==> src/hw/ref_exc_pkg.sv <==
// constants for the reference and excitation configuration bank
// assumes a 32-bit AXI4-Lite slave with byte addresses of 8 bits
package ref_exc_pkg;
   // register indices, byte address is four times the index
   localparam logic [7:0] REF_CTRL_IDX = 8'h05;
   localparam logic [7:0] EXC_IDX = 8'h06;
   localparam logic [7:0] STAT_IDX = 8'h10;
   localparam logic [7:0] REF_CTRL_ADDR = REF_CTRL_IDX << 2;
   localparam logic [7:0] EXC_ADDR = EXC_IDX << 2;
   localparam logic [7:0] STAT_ADDR = STAT_IDX << 2;
   // reset values
   localparam logic [7:0] REF_CTRL_RST = 8'h10;
   localparam logic [7:0] EXC_RST = 8'h00;
   // writable bits of the excitation register, 5:4 stay zero
   localparam logic [7:0] EXC_WMASK = 8'hcf;
   // field positions
   localparam int MON_HI = 7;
   localparam int MON_LO = 6;
   localparam int POS_BYP = 5;
   localparam int NEG_BYP = 4;
   localparam int SRC_HI = 3;
   localparam int SRC_LO = 2;
   localparam int PWR_HI = 1;
   localparam int PWR_LO = 0;
   localparam int RAIL_BIT = 7;
   localparam int SW_BIT = 6;
   localparam int MAG_HI = 3;
   localparam int MAG_LO = 0;
   // status bits
   localparam int ST_REF_ON = 0;
   localparam int ST_SW = 1;
   localparam int ST_PD = 2;
   localparam int ST_ORDER = 3;
   // field codes
   localparam logic [1:0] MON_OFF = 2'h0;
   localparam logic [1:0] MON_LOW = 2'h1;
   localparam logic [1:0] MON_BOTH = 2'h2;
   localparam logic [1:0] MON_PULL = 2'h3;
   localparam logic [1:0] SRC_PAIR0 = 2'h0;
   localparam logic [1:0] SRC_PAIR1 = 2'h1;
   localparam logic [1:0] SRC_INT = 2'h2;
   localparam logic [1:0] PWR_OFF = 2'h0;
   localparam logic [1:0] PWR_ON_PD = 2'h1;
   localparam logic [1:0] PWR_ALWAYS = 2'h2;
   localparam logic [3:0] MAG_OFF = 4'h0;
   localparam logic [3:0] MAG_MAX = 4'h8;
   // current in microamps per magnitude code
   localparam logic [10:0] MAG_UA [0:8] = '{11'h000, 11'h00a, 11'h032, 11'h064,
      11'h0fa, 11'h1f4, 11'h2ee, 11'h3e8, 11'h5dc};
   localparam logic [10:0] UA_NONE = 11'h000;
   // bus responses
   localparam logic [1:0] RESP_OKAY = 2'h0;
   localparam logic [1:0] RESP_SLVERR = 2'h2;
   localparam logic [23:0] PAD_ZERO = 24'h000000;
   localparam logic [3:0] ST_PAD = 4'h0;
   // bus states
   typedef enum {WR_COLLECT, WR_RESP} wr_state_t;
   typedef enum {RD_IDLE, RD_DATA} rd_state_t;
endpackage

==> src/hw/ref_exc_config.sv <==
// reference and excitation configuration bank behind AXI4-Lite
// assumes one clock, synchronous active low reset, a 32-bit bus
// and a power_down level from the converter mode logic
//
// Overview of operation
// Bits 7:6 of the reference register pick no monitor, low monitor, low and high, or low with pull-together.
// Bit 5 of the reference register bypasses the positive reference buffer when one, enabled at reset.
// Bit 4 of the reference register bypasses the negative reference buffer when one and resets to one.
// Bits 3:2 of the reference register select pair zero, pair one or the internal reference, code three reserved.
// Bits 1:0 of the reference register keep the internal reference off, on until power down, or always on.
// Software should bypass both buffers whenever it selects the internal reference.
// Software must power the internal reference before it sets a nonzero excitation magnitude.
// Bit 7 of the excitation register enables the amplifier rail monitor, off at reset.
// Bit 6 of the excitation register closes the low side switch, which opens itself in power down.
// Bits 3:0 of the excitation register set both current sources to one value from off up to 1500 uA.
// The excitation register sits at index 6 and clears to zero on reset.
// The reference register sits at index 5 and resets with only the negative bypass bit set.
// Bits 5:4 of the excitation register ignore writes and read zero, and software writes them as zero.
//
// Our own choice: the AXI4-Lite interface to the registers.
`timescale 1ns/10ps
`default_nettype none
module ref_exc_config
   import ref_exc_pkg::*;
(
   // clock and reset
   input wire logic aclk,
   input wire logic aresetn,
   // write address channel
   input wire logic [7:0] awaddr,
   input wire logic [2:0] awprot,
   input wire logic awvalid,
   output logic awready,
   // write data channel
   input wire logic [31:0] wdata,
   input wire logic [3:0] wstrb,
   input wire logic wvalid,
   output logic wready,
   // write response channel
   output logic [1:0] bresp,
   output logic bvalid,
   input wire logic bready,
   // read address channel
   input wire logic [7:0] araddr,
   input wire logic [2:0] arprot,
   input wire logic arvalid,
   output logic arready,
   // read data channel
   output logic [31:0] rdata,
   output logic [1:0] rresp,
   output logic rvalid,
   input wire logic rready,
   // converter mode
   input wire logic power_down,
   // reference controls
   output logic ref_low_threshold_monitor,
   output logic ref_high_threshold_monitor,
   output logic ref_pull_together_enable,
   output logic pos_ref_buffer_enable,
   output logic neg_ref_buffer_enable,
   output logic ref_sel_pair_zero,
   output logic ref_sel_pair_one,
   output logic ref_sel_internal,
   output logic internal_ref_on,
   // excitation controls
   output logic amp_rail_monitor_enable,
   output logic low_side_switch_closed,
   output logic [3:0] excitation_magnitude,
   output logic [10:0] excitation_current_ua
);

////////////////////////////////////////////////////////////////////////////////
   // storage and bus bookkeeping
   logic [7:0] ref_ctrl_reg;
   logic [7:0] exc_reg;
   logic order_warn_reg;
   logic order_warn_next;
   wr_state_t wr_state_reg;
   wr_state_t wr_state_next;
   rd_state_t rd_state_reg;
   logic aw_held_reg;
   logic aw_held_next;
   logic w_held_reg;
   logic w_held_next;
   logic [7:0] aw_addr_reg;
   logic [31:0] w_data_reg;
   logic [3:0] w_strb_reg;
   logic awready_reg;
   logic wready_reg;
   logic bvalid_reg;
   logic [1:0] bresp_reg;
   logic arready_reg;
   logic rvalid_reg;
   logic [31:0] rdata_reg;
   logic [1:0] rresp_reg;
   logic aw_take;
   logic w_take;
   logic wr_fire;
   logic [7:0] wr_addr;
   logic [31:0] wr_data;
   logic [3:0] wr_strb;
   logic wr_lane0;
   logic ar_take;
   logic [31:0] rd_mux;
   logic rd_hit;
   logic [7:0] status;
   logic order_set;
   logic order_clr;

   assign awready = awready_reg;
   assign wready = wready_reg;
   assign bvalid = bvalid_reg;
   assign bresp = bresp_reg;
   assign arready = arready_reg;
   assign rvalid = rvalid_reg;
   assign rdata = rdata_reg;
   assign rresp = rresp_reg;

////////////////////////////////////////////////////////////////////////////////
   // write channel handshakes, address and data in either order
   assign aw_take = awvalid && awready_reg;
   assign w_take = wvalid && wready_reg;
   assign wr_addr = aw_take ? awaddr : aw_addr_reg;
   assign wr_data = w_take ? wdata : w_data_reg;
   assign wr_strb = w_take ? wstrb : w_strb_reg;
   assign wr_lane0 = wr_strb[0];

   // write sequencing
   always_comb begin
      aw_held_next = aw_held_reg || aw_take;
      w_held_next = w_held_reg || w_take;
      wr_state_next = wr_state_reg;
      wr_fire = 1'b0;
      case (wr_state_reg)
         WR_COLLECT: begin
            if (aw_held_next && w_held_next) begin
               wr_fire = 1'b1;
               aw_held_next = 1'b0;
               w_held_next = 1'b0;
               wr_state_next = WR_RESP;
            end
         end
         WR_RESP: begin
            if (bready) begin
               wr_state_next = WR_COLLECT;
            end
         end
         default: begin
            wr_state_next = WR_COLLECT;
         end
      endcase
   end

   // write state, held flags and ready lines
   always_ff @(posedge aclk) begin
      if (!aresetn) begin
         wr_state_reg <= WR_COLLECT;
         aw_held_reg <= 1'b0;
         w_held_reg <= 1'b0;
         awready_reg <= 1'b0;
         wready_reg <= 1'b0;
      end else begin
         wr_state_reg <= wr_state_next;
         aw_held_reg <= aw_held_next;
         w_held_reg <= w_held_next;
         awready_reg <= (wr_state_next == WR_COLLECT) && !aw_held_next;
         wready_reg <= (wr_state_next == WR_COLLECT) && !w_held_next;
      end
   end

   // payload capture
   always_ff @(posedge aclk) begin
      if (!aresetn) begin
         aw_addr_reg <= REF_CTRL_ADDR;
         w_data_reg <= {PAD_ZERO, EXC_RST};
         w_strb_reg <= ST_PAD;
      end else begin
         if (aw_take) begin
            aw_addr_reg <= awaddr;
         end
         if (w_take) begin
            w_data_reg <= wdata;
            w_strb_reg <= wstrb;
         end
      end
   end

   // write response, error for unmapped addresses
   always_ff @(posedge aclk) begin
      if (!aresetn) begin
         bvalid_reg <= 1'b0;
         bresp_reg <= RESP_OKAY;
      end else begin
         if (wr_fire) begin
            bvalid_reg <= 1'b1;
            if (wr_addr == REF_CTRL_ADDR || wr_addr == EXC_ADDR || wr_addr == STAT_ADDR) begin
               bresp_reg <= RESP_OKAY;
            end else begin
               bresp_reg <= RESP_SLVERR;
            end
         end else if (bvalid_reg && bready) begin
            bvalid_reg <= 1'b0;
         end
      end
   end

////////////////////////////////////////////////////////////////////////////////
   // reference control register
   always_ff @(posedge aclk) begin
      if (!aresetn) begin
         ref_ctrl_reg <= REF_CTRL_RST;
      end else if (wr_fire && wr_lane0 && wr_addr == REF_CTRL_ADDR) begin
         ref_ctrl_reg <= wr_data[7:0];
      end
   end

   // excitation register, reserved bits never stored
   always_ff @(posedge aclk) begin
      if (!aresetn) begin
         exc_reg <= EXC_RST;
      end else if (wr_fire && wr_lane0 && wr_addr == EXC_ADDR) begin
         exc_reg <= wr_data[7:0] & EXC_WMASK;
      end
   end

   // sticky flag for current requested while the reference power field is off or reserved
   assign order_set = (exc_reg[MAG_HI:MAG_LO] != MAG_OFF)
      && (ref_ctrl_reg[PWR_HI:PWR_LO] != PWR_ON_PD)
      && (ref_ctrl_reg[PWR_HI:PWR_LO] != PWR_ALWAYS);
   assign order_clr = wr_fire && wr_lane0 && wr_addr == STAT_ADDR && wr_data[ST_ORDER];

   // set wins over a clear in the same cycle
   always_comb begin
      order_warn_next = order_warn_reg;
      if (order_clr) begin
         order_warn_next = 1'b0;
      end
      if (order_set) begin
         order_warn_next = 1'b1;
      end
   end

   always_ff @(posedge aclk) begin
      if (!aresetn) begin
         order_warn_reg <= 1'b0;
      end else begin
         order_warn_reg <= order_warn_next;
      end
   end

////////////////////////////////////////////////////////////////////////////////
   // read side
   assign ar_take = arvalid && arready_reg;
   assign status = {ST_PAD, order_warn_reg, power_down, low_side_switch_closed, internal_ref_on};

   // read mux over the mapped words
   always_comb begin
      rd_mux = {PAD_ZERO, EXC_RST};
      rd_hit = 1'b1;
      case (araddr)
         REF_CTRL_ADDR: begin
            rd_mux = {PAD_ZERO, ref_ctrl_reg};
         end
         EXC_ADDR: begin
            rd_mux = {PAD_ZERO, exc_reg};
         end
         STAT_ADDR: begin
            rd_mux = {PAD_ZERO, status};
         end
         default: begin
            rd_hit = 1'b0;
         end
      endcase
   end

   // read data held until rready
   always_ff @(posedge aclk) begin
      if (!aresetn) begin
         rd_state_reg <= RD_IDLE;
         arready_reg <= 1'b0;
         rvalid_reg <= 1'b0;
         rdata_reg <= {PAD_ZERO, EXC_RST};
         rresp_reg <= RESP_OKAY;
      end else begin
         case (rd_state_reg)
            RD_IDLE: begin
               arready_reg <= !ar_take;
               if (ar_take) begin
                  rd_state_reg <= RD_DATA;
                  rvalid_reg <= 1'b1;
                  rdata_reg <= rd_mux;
                  rresp_reg <= rd_hit ? RESP_OKAY : RESP_SLVERR;
               end
            end
            RD_DATA: begin
               if (rready) begin
                  rd_state_reg <= RD_IDLE;
                  rvalid_reg <= 1'b0;
                  arready_reg <= 1'b1;
               end
            end
            default: begin
               rd_state_reg <= RD_IDLE;
            end
         endcase
      end
   end

////////////////////////////////////////////////////////////////////////////////
   // field decode into registered controls
   ref_exc_decode u_decode (
      .aclk(aclk),
      .aresetn(aresetn),
      .ref_ctrl(ref_ctrl_reg),
      .exc_ctrl(exc_reg),
      .power_down(power_down),
      .ref_low_threshold_monitor(ref_low_threshold_monitor),
      .ref_high_threshold_monitor(ref_high_threshold_monitor),
      .ref_pull_together_enable(ref_pull_together_enable),
      .pos_ref_buffer_enable(pos_ref_buffer_enable),
      .neg_ref_buffer_enable(neg_ref_buffer_enable),
      .ref_sel_pair_zero(ref_sel_pair_zero),
      .ref_sel_pair_one(ref_sel_pair_one),
      .ref_sel_internal(ref_sel_internal),
      .internal_ref_on(internal_ref_on),
      .amp_rail_monitor_enable(amp_rail_monitor_enable),
      .low_side_switch_closed(low_side_switch_closed),
      .excitation_magnitude(excitation_magnitude),
      .excitation_current_ua(excitation_current_ua)
   );

////////////////////////////////////////////////////////////////////////////////
   // bank checks
   a_ref_reset_val: assert property (@(posedge aclk)
      !aresetn |=> ref_ctrl_reg == REF_CTRL_RST)
      else $error("reference register reset value wrong");
   a_exc_reset_val: assert property (@(posedge aclk)
      !aresetn |=> exc_reg == EXC_RST && excitation_current_ua == UA_NONE)
      else $error("excitation register reset value wrong");
   a_exc_reserved: assert property (@(posedge aclk) disable iff (!aresetn)
      (ar_take && araddr == EXC_ADDR) |=> rdata_reg[5:4] == 2'h0 && rvalid_reg)
      else $error("reserved excitation bits read nonzero");
   a_exc_write: assert property (@(posedge aclk) disable iff (!aresetn)
      (wr_fire && wr_lane0 && wr_addr == EXC_ADDR) |=> exc_reg == ($past(wr_data[7:0]) & EXC_WMASK)
      ##1 excitation_magnitude == $past(exc_reg[MAG_HI:MAG_LO]))
      else $error("excitation write not applied");
   a_rail_follow: assert property (@(posedge aclk) disable iff (!aresetn)
      ##1 amp_rail_monitor_enable == $past(exc_reg[RAIL_BIT]))
      else $error("rail monitor enable wrong");
   a_order_flag: assert property (@(posedge aclk) disable iff (!aresetn)
      order_set |=> order_warn_reg [*2])
      else $error("order flag not set");
   a_resp_after_both: assert property (@(posedge aclk) disable iff (!aresetn) // write handshake, our own choice
      $rose(bvalid_reg) |-> $past(wr_fire))
      else $error("write response without both channels");
endmodule
`default_nettype wire

==> src/hw/ref_exc_decode.sv <==
// registered decode of the two configuration bytes into controls
// assumes the bytes come from the register bank in the same clock
`timescale 1ns/10ps
`default_nettype none
module ref_exc_decode
   import ref_exc_pkg::*;
(
   // clock and reset
   input wire logic aclk,
   input wire logic aresetn,
   // configuration and mode
   input wire logic [7:0] ref_ctrl,
   input wire logic [7:0] exc_ctrl,
   input wire logic power_down,
   // reference controls
   output logic ref_low_threshold_monitor,
   output logic ref_high_threshold_monitor,
   output logic ref_pull_together_enable,
   output logic pos_ref_buffer_enable,
   output logic neg_ref_buffer_enable,
   output logic ref_sel_pair_zero,
   output logic ref_sel_pair_one,
   output logic ref_sel_internal,
   output logic internal_ref_on,
   // excitation controls
   output logic amp_rail_monitor_enable,
   output logic low_side_switch_closed,
   output logic [3:0] excitation_magnitude,
   output logic [10:0] excitation_current_ua
);
   logic [1:0] mon;
   logic [1:0] src;
   logic [1:0] pwr;
   logic [3:0] mag;

   assign mon = ref_ctrl[MON_HI:MON_LO];
   assign src = ref_ctrl[SRC_HI:SRC_LO];
   assign pwr = ref_ctrl[PWR_HI:PWR_LO];
   assign mag = exc_ctrl[MAG_HI:MAG_LO];

   // reference side controls
   always_ff @(posedge aclk) begin
      if (!aresetn) begin
         ref_low_threshold_monitor <= 1'b0;
         ref_high_threshold_monitor <= 1'b0;
         ref_pull_together_enable <= 1'b0;
         pos_ref_buffer_enable <= 1'b1;
         neg_ref_buffer_enable <= 1'b0;
         ref_sel_pair_zero <= 1'b1;
         ref_sel_pair_one <= 1'b0;
         ref_sel_internal <= 1'b0;
         internal_ref_on <= 1'b0;
      end else begin
         ref_low_threshold_monitor <= (mon != MON_OFF);
         ref_high_threshold_monitor <= (mon == MON_BOTH);
         ref_pull_together_enable <= (mon == MON_PULL);
         pos_ref_buffer_enable <= !ref_ctrl[POS_BYP];
         neg_ref_buffer_enable <= !ref_ctrl[NEG_BYP];
         ref_sel_pair_zero <= (src == SRC_PAIR0);
         ref_sel_pair_one <= (src == SRC_PAIR1);
         ref_sel_internal <= (src == SRC_INT);
         // reserved code leaves the reference off
         internal_ref_on <= (pwr == PWR_ALWAYS) || ((pwr == PWR_ON_PD) && !power_down);
      end
   end

   // excitation side controls
   always_ff @(posedge aclk) begin
      if (!aresetn) begin
         amp_rail_monitor_enable <= 1'b0;
         low_side_switch_closed <= 1'b0;
         excitation_magnitude <= MAG_OFF;
         excitation_current_ua <= UA_NONE;
      end else begin
         amp_rail_monitor_enable <= exc_ctrl[RAIL_BIT];
         // switch forced open while powered down
         low_side_switch_closed <= exc_ctrl[SW_BIT] && !power_down;
         excitation_magnitude <= mag;
         excitation_current_ua <= (mag <= MAG_MAX) ? MAG_UA[mag] : UA_NONE;
      end
   end

   // decode checks
   a_mon_decode: assert property (@(posedge aclk) disable iff (!aresetn)
      ##1 ref_high_threshold_monitor == ($past(mon) == MON_BOTH)
      && ref_low_threshold_monitor == ($past(mon) != MON_OFF))
      else $error("reference monitor decode wrong");
   a_buf_bypass: assert property (@(posedge aclk) disable iff (!aresetn)
      ##1 neg_ref_buffer_enable != $past(ref_ctrl[NEG_BYP])
      && pos_ref_buffer_enable != $past(ref_ctrl[POS_BYP]))
      else $error("reference buffer bypass wrong");
   a_src_onehot: assert property (@(posedge aclk) disable iff (!aresetn)
      ##1 ref_sel_internal == ($past(src) == SRC_INT) && !(ref_sel_pair_zero && ref_sel_pair_one))
      else $error("reference source decode wrong");
   a_int_ref_pd: assert property (@(posedge aclk) disable iff (!aresetn)
      (pwr == PWR_ON_PD && power_down) |=> !internal_ref_on)
      else $error("internal reference stays on in power down");
   a_switch_pd: assert property (@(posedge aclk) disable iff (!aresetn)
      power_down |=> !low_side_switch_closed)
      else $error("low side switch closed in power down");
   a_mag_off: assert property (@(posedge aclk) disable iff (!aresetn)
      (mag == MAG_OFF || mag > MAG_MAX) |=> excitation_current_ua == UA_NONE)
      else $error("excitation current not off");
endmodule
`default_nettype wire

==> config.mk <==
export PLATFORM = sky130hd
export DESIGN_NAME = ref_exc_config
export DESIGN_NICKNAME = d
export VERILOG_FILES = /design/src/hw/ref_exc_pkg.sv /design/src/hw/ref_exc_config.sv /design/src/hw/ref_exc_decode.sv
export SDC_FILE = /design/constraint.sdc
export NUM_CORES = 1
export LEC_CHECK = 0
export BUFFER_PORTS_ARGS = -buffer_cell sky130_fd_sc_hd__buf_4
export CORE_MARGIN = 1
export CORE_UTILIZATION = 55
export CTS_BUF_LIST = sky130_fd_sc_hd__clkbuf_8
export CTS_CLUSTER_DIAMETER = 60
export DETAILED_ROUTE_END_ITERATION = 16
export GPL_ROUTABILITY_DRIVEN = 0
export PLACE_DENSITY = 0.86
export SETUP_SLACK_MARGIN = 0.5
export SLEW_MARGIN = 20
export SYNTH_ARGS = -nofsm -noshare
export SYNTH_HDL_FRONTEND = slang
export SYNTH_SLANG_ARGS = --single-unit
==> constraint.sdc <==
create_clock -name aclk -period 4.32 [get_ports aclk]
set_clock_uncertainty 0.1 [all_clocks]
set_input_delay 0.432 -clock aclk [delete_from_list [all_inputs] [get_ports aclk]]
set_output_delay 0.432 -clock aclk [all_outputs]
set_load 0.005 [all_outputs]
* After elaboration in Yosys (flattened, before gate mapping)
Memory sizes are Yosys's and may differ from the RTL's. A register that Yosys moved wholly into a read port is not among the register bits.
Index checks and enable logic that the tools add are counted.
W data, S select, Z words.
** Word-level totals
- Register bits after elaboration :: 154
- Memory bits (read-only) :: 176
- Bits of input ports :: 66
- Output and inout port bits :: 67
- Word-level logic and storage cells :: 122
- Memories :: 1
** Operators by class
- $lt $le $gt $ge :: 1
- Equal/unequal tests :: 18
- Mux-type cells :: 28
- Bitwise operators :: 1
- Reduce and logical (&&, ||, !) cells :: 43
** Memories
- (no name shown) :: words 16, width 11, read ports 1, clocked after memory_dff 1, write ports 0, line ref_exc_decode.sv:79 : excitation_current_ua <= (mag <= MAG_MAX) ? MAG_UA[mag] : UA_NONE;
** Operators by type and width (number)
- $mux W32 :: 4
- $pmux W32 S2 :: 2
- $logic_not A32 Y1 :: 3
- $eq A32 B1 Y1 const B :: 2
- $eq A8 B5 Y1 const B :: 4
- $pmux W8 S3 :: 1
- $eq A8 B7 Y1 const B :: 2
- $logic_and A1 B1 Y1 :: 16
- $mux W8 :: 2
- $mux W1 :: 15
- $eq A2 B2 Y1 const B :: 4
- $reduce_and A2 Y1 :: 4
- $reduce_bool A2 Y1 :: 4
- $logic_not A1 Y1 :: 7
- $ne A2 B2 Y1 const B :: 3
- $logic_or A1 B1 Y1 :: 5
- $not A4 Y5 :: 1
- $eq A2 B1 Y1 const B :: 2
- $le A4 B4 Y1 const B :: 1
- $mux W2 :: 2
- $pmux W1 S2 :: 2
- $reduce_bool A4 Y1 :: 1
- $reduce_and A3 Y1 :: 1
- $reduce_or A3 Y1 :: 1
- other kinds (2) :: 2

* Longest topological paths before layout
Gate-level depths: netlist of the first run.
- Depth in word-level cells :: 10
- Depth in mapped cells :: 7
- Mapped depth without buffers :: 7

* Cells and area by module
From an unflattened synthesis of the first run, not the netlist that was laid out.
** Unflattened totals
- Cell total of the unflattened synthesis :: 390
- Area total of the unflattened synthesis :: 3927.5 sq um
** Modules (own cells, without submodules)
- ref_exc_config :: times used 1, cells each 307, area an instance 3054.2 sq um, sequential area each 1621.6 sq um
- ref_exc_decode :: times used 1, cells each 83, area an instance 873.3 sq um, sequential area each 500.5 sq um

* Worst setup path after synthesis of the first run
Ideal clock, no wire load.
- Kind :: input -> register
- From :: in awvalid
- To :: reg exc_reg[0]
- Setup time :: 0.123 ns
- Data arrival time :: 1.622 ns
- Required time :: 4.097 ns
- Setup slack :: 2.475 ns
- Stages :: 6
- Buffers on the path :: 1
- Path through :: and2_1 buf_2 nand3b_1 a21oi_1 nand4_4 mux2_1
** On the way
- Longest elaborated chain between the ends :: 7
- Elaborated cells between the ends (all ways) :: 9
- Classes of those cells :: eq/ne: 1; mux: 3; reduce/logical: 5
** RTL lines
- start: declaration :: line ref_exc_config.sv:32 : input wire logic awvalid,
- $logic_and A1 B1 Y1 (*) :: line ref_exc_config.sv:121 : assign aw_take = awvalid && awready_reg;
- $logic_or A1 B1 Y1 :: line ref_exc_config.sv:130 : aw_held_next = aw_held_reg || aw_take;
- $logic_and A1 B1 Y1 :: line ref_exc_config.sv:136 : if (aw_held_next && w_held_next) begin
- $mux W1 :: line ref_exc_config.sv:136
- $mux W1 :: line ref_exc_config.sv:134 : case (wr_state_reg)
- $logic_and A1 B1 Y1 :: line ref_exc_config.sv:221 : end else if (wr_fire && wr_lane0 && wr_addr == EXC_ADDR) begin
- $logic_and A1 B1 Y1 (*) :: line ref_exc_config.sv:221
- end signal: assignment :: line ref_exc_config.sv:222 : exc_reg <= wr_data[7:0] & EXC_WMASK;
- end: declaration :: line ref_exc_config.sv:75 : logic [7:0] exc_reg;
Mark *: on every way between the ends. The rest lies on a longest branch, timed or not.
A chain may end at the register's enable or synchronous reset.

* Worst setup path after layout of the first run
- From :: reg wr_state_reg[3]
- To :: reg exc_reg[0]
** On the way
- Longest elaborated chain between the ends :: 4
** RTL lines
- start: declaration :: line ref_exc_config.sv:78 : wr_state_t wr_state_reg;
- start signal: assignment :: line ref_exc_config.sv:163 : wr_state_reg <= wr_state_next;
- $logic_not A32 Y1 :: line ref_exc_config.sv:134
- $mux W1 :: line ref_exc_config.sv:134
- $logic_and A1 B1 Y1 (2 in a row) :: line ref_exc_config.sv:221
Every way passes these cells.

==> results.sh, run 1 <==
export IMPL_outcome="complete, no violations"
export IMPL_synth_area_leaders="dfxtp_1 54%, nand2_1 5.3%, buf_4 5.2%, mux2i_1 4.9%, nor2_1 3.1%"
export IMPL_synth_xor_area_share_pct=0.448
export IMPL_via_per_inst=4.89
export IMPL_nFillCells=511
export IMPL_grt_ovfl_total=0
export IMPL_ys_seq_elements=106
export IMPL_p_leak_nw=2.22
export IMPL_cp_arrival_ps=2550
export IMPL_vdd_drop_max_v=0.000244
export IMPL_drtAntennaViolNets=0
export IMPL_slew_limit_headroom_pct=33.0
export IMPL_syn_area_mm2=0.00391
export IMPL_syn_area_per_cell_um2=10.0
export IMPL_finalCritPeriodShare_pct=55.4
export IMPL_drt_first_pass_iters=4
export IMPL_die_h_um=86.3
export IMPL_grt_max_degree=35
export IMPL_crit_type="flop to flop"
export IMPL_grt_pass1_wl_mm=12.1
export IMPL_rsz0062_at_grt="no"
export IMPL_synth_distinct_cells=51
export IMPL_post_route_min_period_ps=2390
export IMPL_synth_compound_area_share_pct=10.3
export IMPL_clk_path_buf_depth=2
export IMPL_start_util_pct=57.2
export IMPL_timing_fmax_mhz=418
export IMPL_worstPathMaxFanout=11
export IMPL_area_growth_pct=20.6
export IMPL_cts_resized=0
export IMPL_worstHoldPathType="input port to flop"
export IMPL_powerDensity_mw_per_mm2=382
export IMPL_nets=561
export IMPL_grt_pass1_vias=2665
export IMPL_cts_buffers=9
export IMPL_largest_reg_flops=32
export IMPL_synth_top_flop_cell="dfxtp_1"
export IMPL_cts_root_buf="clkbuf_8"
export IMPL_wl_per_cell_um=12.7
export IMPL_ios=133
export IMPL_finalSetupViolCount=0
export IMPL_io_buffers=72
export IMPL_synth_area_leader_cell="dfxtp_1"
export IMPL_path_clk_slew_ps=100
export IMPL_hold_violations=0
export IMPL_clock_latency_ps=370
export IMPL_netlist_instances=390
export IMPL_power_total_mw=1.80
export IMPL_startpoint_type="flop"
export IMPL_drc=0
export IMPL_async_flop_share_pct=0
export IMPL_grt_antenna_before_repair=0
export IMPL_grtUsageTotal_pct=21.3
export IMPL_synth_edf_count=0
export IMPL_place_hpwl_mm=5.47
export IMPL_htreeDepth=3
export IMPL_drive_above_1_share_pct=21.7
export IMPL_finalSetupTns_ps=0
export IMPL_seq_area_mm2=0.00212
export IMPL_yosys_area_share_simple_pct=18.8
export IMPL_synth_top_family_by_area="simple AND/OR/NAND/NOR gates"
export IMPL_worstMarginPinSlew_ps=998
export IMPL_die_w_um=86.3
export IMPL_seq_area_frac_synth_pct=54.3
export IMPL_rows=30
export IMPL_coreArea_mm2=0.00683
export IMPL_end_kind="flop"
export IMPL_cts_sinks=106
export IMPL_yosysWarnings=0
export IMPL_maxCapViolations=0
export IMPL_tritoncts="yes"
export IMPL_final_common_cell="dfxtp_1"
export IMPL_cts_hold_buf=0
export IMPL_post_cts_repair_setup_buffers=0
export IMPL_antennaDiodeCount=0
export IMPL_multi_input_area_mm2=0.00165
export IMPL_die_area_mm2=0.00745
export IMPL_synthMuxAreaShare_pct=5.44
export IMPL_via_count=2884
export IMPL_critPathRequiredTime_ps=4470
export IMPL_yosys_area_top_type_share_pct=54.3
export IMPL_slew_viol_final=0
export IMPL_synth_fa_ha_area_share_pct=1.60
export IMPL_wirelength_mm=7.52
export IMPL_final_cell_mix="106 x dfxtp_1, 72 x buf_4, 58 x conb_1"
export IMPL_first_iter_violations=99
-- per-layer routing --
layer / part of all wire (%) / GRT usage (%) / up-vias
met5: 0 / 0 / -
met4: 1.7 / 8.79 / 0
met3: 5.1 / 6.00 / 12
met2: 50 / 36.7 / 98
met1: 43 / 24.9 / 1346
li1: - / - / 1428
-- cell usage after synthesis (4+ instances only) --
master,n
nand3_1,7
nor4_1,10
a21oi_1,21
nand2_1,55
a21o_2,5
inv_1,15
clkbuf_1,5
buf_4,27
mux2i_1,19
o21ai_0,10
ha_1,5
nand2b_1,7
a22o_1,5
dfxtp_1,106
nand3b_1,4
and2_1,4
nor2_1,32
-- final cells by class --
type	count	area share [%]
flip-flops and latches	106	45.0
well taps	96	2.55
repair buffers	72	11.5
clock buffers	11	3.21
inverters	15	1.19
multi-input cells	286	35.0
clock inverters	4	1.59
-- power breakdown --
part           switching (mW)  internal [mW]
Sequential             0.0124           1.01
Combinational          0.0649         0.0460
Clock                   0.316          0.355
Total                   0.394           1.41
-- through the flow --
stage / utilization (%) / cells / hold WS, ps / worst slack (ps) / cell area, µm²
floorplan: - / 447 / 278 / 2470 / 4120
global placement: 65.7 / 575 / 300 / 1990 / 4490
detailed placement: 65.7 / 575 / 309 / 1940 / 4490
CTS: 69.0 / 590 / 130 / 1930 / 4720
global route: 69.0 / 590 / 122 / 1800 / 4720
finish: 69.0 / 590 / 136 / 1930 / 4720
-- critical path, cell delays in order, from the launching register on --
cell and delay (ps):
dfxtp_1 310, nor4_1 320, nand2_1 150, nor4_4 700, nand4_4 320, mux2_1 390
-- cells by family (layout without fill, tap and decap cells) --
group	count (synthesis)	count (layout)
simple gates	140	140
flops	106	106
compound gates	60	60
buf+inv	55	102
mux	21	21
fa+ha+maj	5	5
xor+xnor	2	2
other cells	1	58
-- final timing paths --
check / cells after the start / endpoint / start / slack, ps
worst min-delay path: 2 / u_decode.low_side_switch_closed / power_down / 140
worst min register to register: 1 / u_decode.pos_ref_buffer_enable / ref_ctrl_reg[5] / 340
worst max-delay path: 5 / exc_reg[0] / wr_state_reg[3] / 1930
worst max register to register: 5 / exc_reg[0] / wr_state_reg[3] / 1930
(Power assumes the default switching activity.)
==> inputs of run 2 (changes only) <==
CORE_UTILIZATION = 52   (was 55)
PLACE_DENSITY = 0.82   (was 0.86)
clock period = 2.23 ns   (was 4.32 ns; I/O delays follow)
==> results.sh, run 2 (synthesis gave the netlist of run 1 again) <==
export IMPL_cts_root_buf="clkbuf_8"
export IMPL_finalSetupViolCount=0
export IMPL_htreeDepth=3
export IMPL_path_delay_family="simple AND/OR/NAND/NOR gates"
export IMPL_grtUsageTotal_pct=19.7
export IMPL_worstHoldPathType="input port to flop"
export IMPL_grt_ovfl_total=0
export IMPL_hold_violations=0
export IMPL_clk_path_buf_depth=2
export IMPL_clock_latency_ps=360
export IMPL_ios=133
export IMPL_coreArea_mm2=0.00725
export IMPL_die_w_um=88.7
export IMPL_wirelength_mm=7.67
export IMPL_path_common_cell="buf_4"
export IMPL_grt_antenna_before_repair=0
export IMPL_first_iter_violations=160
export IMPL_timing_fmax_mhz=540
export IMPL_tritoncts="yes"
export IMPL_grt_max_degree=26
export IMPL_grt_pass1_wl_mm=11.6
export IMPL_die_h_um=88.7
export IMPL_cts_buffers=9
export IMPL_critPathMaxStageDelay_ps=320
export IMPL_holdWs_ps=16.7
export IMPL_path_clk_slew_ps=90
export IMPL_antennaDiodeCount=0
export IMPL_slew_viol_final=0
export IMPL_wl_per_cell_um=12.7
export IMPL_place_hpwl_mm=5.41
export IMPL_area_growth_pct=24.0
export IMPL_post_route_min_period_ps=1850
export IMPL_largest_reg_flops=32
export IMPL_die_area_mm2=0.00787
export IMPL_cts_sinks=106
export IMPL_finalCritPeriodShare_pct=83.0
export IMPL_via_per_inst=4.89
export IMPL_crit_type="flop to flop"
export IMPL_cp_slowest_cell="dfxtp_1"
export IMPL_p_leak_nw=2.28
export IMPL_cp_arrival_ps=2000
export IMPL_vdd_drop_max_v=0.000410
export IMPL_final_common_cell="dfxtp_1"
export IMPL_drtAntennaViolNets=0
export IMPL_drt_first_pass_iters=4
export IMPL_startpoint_type="flop"
export IMPL_drc=0
export IMPL_worstPathMaxFanout=4
export IMPL_io_buffers=72
export IMPL_critPathRequiredTime_ps=2380
export IMPL_grt_pass1_vias=2568
export IMPL_start_util_pct=53.9
export IMPL_via_count=2963
export IMPL_fin_area_mm2=0.00485
export IMPL_power_total_mw=3.38
export IMPL_crit_chain="nor4_2 -> nand2_1 -> nor4_4 -> buf_4 -> nand4_4 -> buf_4 -> mux2i_1"
export IMPL_outcome="complete, no violations"
export IMPL_rows=31
export IMPL_cp_num_buf_inv=2
export IMPL_powerDensity_mw_per_mm2=698
export IMPL_placed_area_mm2=0.00454
export IMPL_rsz0062_at_grt="yes"
export IMPL_maxCapViolations=0
export IMPL_nets=573
export IMPL_end_kind="flop"
export IMPL_drive_above_1_share_pct=25.0
export IMPL_finalSetupTns_ps=0
export IMPL_final_cell_mix="105 x dfxtp_1, 80 x buf_4, 58 x conb_1"
[run 2: cell count changes in the layout (fill, tap and decap cells not counted), sizes merged]
cell,change
buf,+8
bufinv,-1
clkbuf,-1
dlygate4sd3,+4
inv,+3
[run 2: path summary, 6_finish.rpt]
kind	startpoint	end	slack [ps]	depth (start not counted)
max	wr_state_reg[8]	exc_reg[1]	380	7
min	awaddr[7]	aw_addr_reg[7]	20	3
max reg2reg	wr_state_reg[8]	exc_reg[1]	380	7
min reg2reg	ref_ctrl_reg[5]	u_decode.pos_ref_buffer_enable	320	1
[run 2: repair_timing]
| action | 4_1_cts | 5_1_grt |
|---|---|---|
| pin swaps | 1 | 2 |
| setup buffers | 3 | 0 |
| resized for setup | 3 | 8 |
| hold endpoints to repair | 3 | 0 |
| hold buffers | 4 | 0 |
| gates cloned | 0 | 0 |
| endpoints found under the setup margin | 22 | 28 |
[run 2: worst reg2reg max path, delay by kind of cell, from the launching register on]
family | cells | cell delay (ps)
multiplexers | 1 | 120
buffers and inverters | 2 | 380
AND/OR/NAND/NOR | 4 | 820
flip-flops | 1 | 320
[run 2: layout make-up]
cell class	count	area [µm²]
clock buffers	10	138
clock inverters	6	66.3
fillers	543	2400
inverters	15	56.3
multi-input cells	286	1700
flip-flops and latches	106	2120
well taps	99	124
repair buffers	84	641
[run 2: per-stage QoR]
| stage | worst slack [ps] | instances | util [%] |
|---|---|---|---|
| after floorplan | 490 | 447 | - |
| after global placement | 231 | 583 | 62.6 |
| after detailed placement | 168 | 583 | 62.6 |
| after CTS | 372 | 606 | 66.4 |
| after global routing | 282 | 606 | 66.8 |
| final | 380 | 606 | 66.8 |
[run 2: power by group]
part / internal [mW] / total (mW) / leakage (nW) / switching [mW]
clock network: 0.552 / 1.18 / 0.100 / 0.626
registers: 1.95 / 1.97 / 0.870 / 0.0254
logic: 0.101 / 0.234 / 1.31 / 0.133
[run 2: per-layer routing]
metal / GRT usage [%] / routed length (µm) / up-vias
met5: 0 / 0 / -
met4: 7.62 / 104 / 0
met3: 5.32 / 455 / 10
met2: 33.8 / 3740 / 111
met1: 23.6 / 3370 / 1382
li1: - / - / 1460
==> inputs of run 3 (changes only) <==
clock period = 1.8 ns   (was 2.23 ns; I/O delays follow)
==> results.sh, run 3 (synthesis gave the netlist of run 1 again) <==
export IMPL_outcome="finished with violations"
export IMPL_seq_area_mm2=0.00213
export IMPL_grt_pass1_wl_mm=13.3
export IMPL_largest_reg_flops=32
export IMPL_powerDensity_mw_per_mm2=777
export IMPL_worstMarginPinSlew_ps=586
export IMPL_final_common_cell="dfxtp_1"
export IMPL_grt_max_degree=25
export IMPL_setup_ws_ps=-91.8
export IMPL_startpoint_type="flop"
export IMPL_grt_antenna_before_repair=0
export IMPL_p_leak_nw=2.49
export IMPL_start_util_pct=53.9
export IMPL_rows=31
export IMPL_hold_violations=0
export IMPL_crit_type="flop to flop"
export IMPL_tritoncts="yes"
export IMPL_path_clk_slew_ps=90
export IMPL_cts_buffers=9
export IMPL_rsz0062_at_grt="yes"
export IMPL_drt_first_pass_iters=4
export IMPL_timing_fmax_mhz=529
export IMPL_antennaDiodeCount=0
export IMPL_htreeDepth=3
export IMPL_power_total_mw=4.20
export IMPL_place_hpwl_mm=5.70
export IMPL_drc=0
export IMPL_drtAntennaViolNets=0
export IMPL_slew_viol_final=0
export IMPL_pwr_share_seq_pct=58.4
export IMPL_wl_per_cell_um=14.1
export IMPL_worstPathMaxFanout=4
export IMPL_via_count=3188
export IMPL_final_cell_mix="100 x dfxtp_1, 92 x buf_4, 58 x conb_1"
export IMPL_slew_limit_headroom_pct=60.9
export IMPL_die_w_um=88.7
export IMPL_ios=133
export IMPL_grtUsageTotal_pct=22.6
export IMPL_internal_power_mw=3.22
export IMPL_clock_power_share_pct=32.8
export IMPL_wirelength_mm=8.97
export IMPL_violations="setup timing"
export IMPL_die_h_um=88.7
export IMPL_coreArea_mm2=0.00725
export IMPL_post_route_min_period_ps=1890
export IMPL_nFillCells=440
export IMPL_multi_input_area_mm2=0.00192
export IMPL_cp_arrival_ps=2030
export IMPL_via_per_inst=5.00
export IMPL_critPathRequiredTime_ps=1940
export IMPL_clock_latency_ps=360
export IMPL_worstHoldPathType="input port to flop"
export IMPL_p_comb_share_pct=8.8
export IMPL_min_from="awaddr[3]"
export IMPL_finalSetupViolCount=16
export IMPL_end_kind="flop"
export IMPL_drive_above_1_share_pct=35.1
export IMPL_die_area_mm2=0.00787
export IMPL_swShare_pct=23.3
export IMPL_cts_sinks=106
export IMPL_post_place_ws_ps=-130
export IMPL_area_growth_pct=38.3
export IMPL_clk_path_buf_depth=2
export IMPL_grt_ovfl_total=0
export IMPL_maxCapViolations=0
export IMPL_finalCritPeriodShare_pct=105
export IMPL_p_switching_mw=0.979
export IMPL_r2r_start="wr_state_reg[22]"
export IMPL_nets=607
export IMPL_cts_root_buf="clkbuf_8"
export IMPL_placed_area_mm2=0.00470
export IMPL_grt_pass1_vias=2925
export IMPL_io_buffers=72
export IMPL_vdd_drop_max_v=0.000483
export IMPL_startpoint="wr_state_reg[22]"
export IMPL_fin_area_mm2=0.00541
export IMPL_first_iter_violations=130
run 3: cell count changes in the layout (fill, tap and decap cells not counted), sizes merged:
cell         previous run  this run
clkbuf                 10         9
clkinv                  1         0
dlygate4sd3             4        11
buf                    80       107
run 3: power groups by stage:
stage          logic (mW)  clock network (mW)  registers (mW)
5_1_grt             0.406                1.51            2.46
4_1_cts             0.349                1.39            2.45
3_3_place_gp        0.288                   0            2.49
3_5_place_dp        0.297                   0            2.50
6_report            0.371                1.38            2.45
2_1_floorplan       0.209                   0            2.49
run 3: stage by stage:
stage,cells,setup TNS (ps),hold WS (ps),utilization [%]
after floorplan,447,0,152,-
after global placement,599,-1050,263,64.8
after detailed placement,599,-1340,266,64.8
after CTS,635,-615,5.04,72.2
after global routing,638,-2210,8.59,74.5
final,638,-603,13.0,74.5
run 3: what timing repair did:
action,in CTS,in global routing
hold buffers,11,0
buffers inserted,11,3
pin swaps,7,17
endpoints found under the hold margin,10,0
resized for setup,37,33
endpoints found under the setup margin,33,34
cloned,0,0
run 3: cell type report:
type                            count  share of cell area [%]
Clock buffer                        9                    2.29
Tap cell                           99                    2.29
Inverter                           15                    1.13
Sequential cell                   106                    39.4
Timing Repair Buffer              118                    18.2
Multi-Input combinational cell    286                    35.6
Clock inverter                      5                    1.06
run 3: worst max-delay path, cell delays in order (launching register included):
cell	delay, ps
dfxtp_1	330
nor4_2	260
nand2_1	130
nor4_4	270
buf_4	170
nand4_4	170
mux2_4	350
run 3: final timing paths:
path | depth (start not counted) | slack (ps) | endpoint
worst max register to register | 6 | -90 | exc_reg[0]
worst min register to register | 1 | 340 | u_decode.pos_ref_buffer_enable
worst min-delay path | 3 | 10 | aw_addr_reg[3]
worst max-delay path | 6 | -90 | exc_reg[0]
run 3: per-layer routing:
| layer | part of all wire [%] | wire (µm) | vias to the layer above | GRT usage (%) |
|---|---|---|---|---|
| met5 | 0 | 0 | - | 0 |
| met4 | 2.9 | 256 | 0 | 9.38 |
| met3 | 6.2 | 554 | 25 | 4.01 |
| met2 | 51 | 4560 | 134 | 40.4 |
| met1 | 40 | 3600 | 1498 | 26.6 |
| li1 | - | - | 1531 | - |
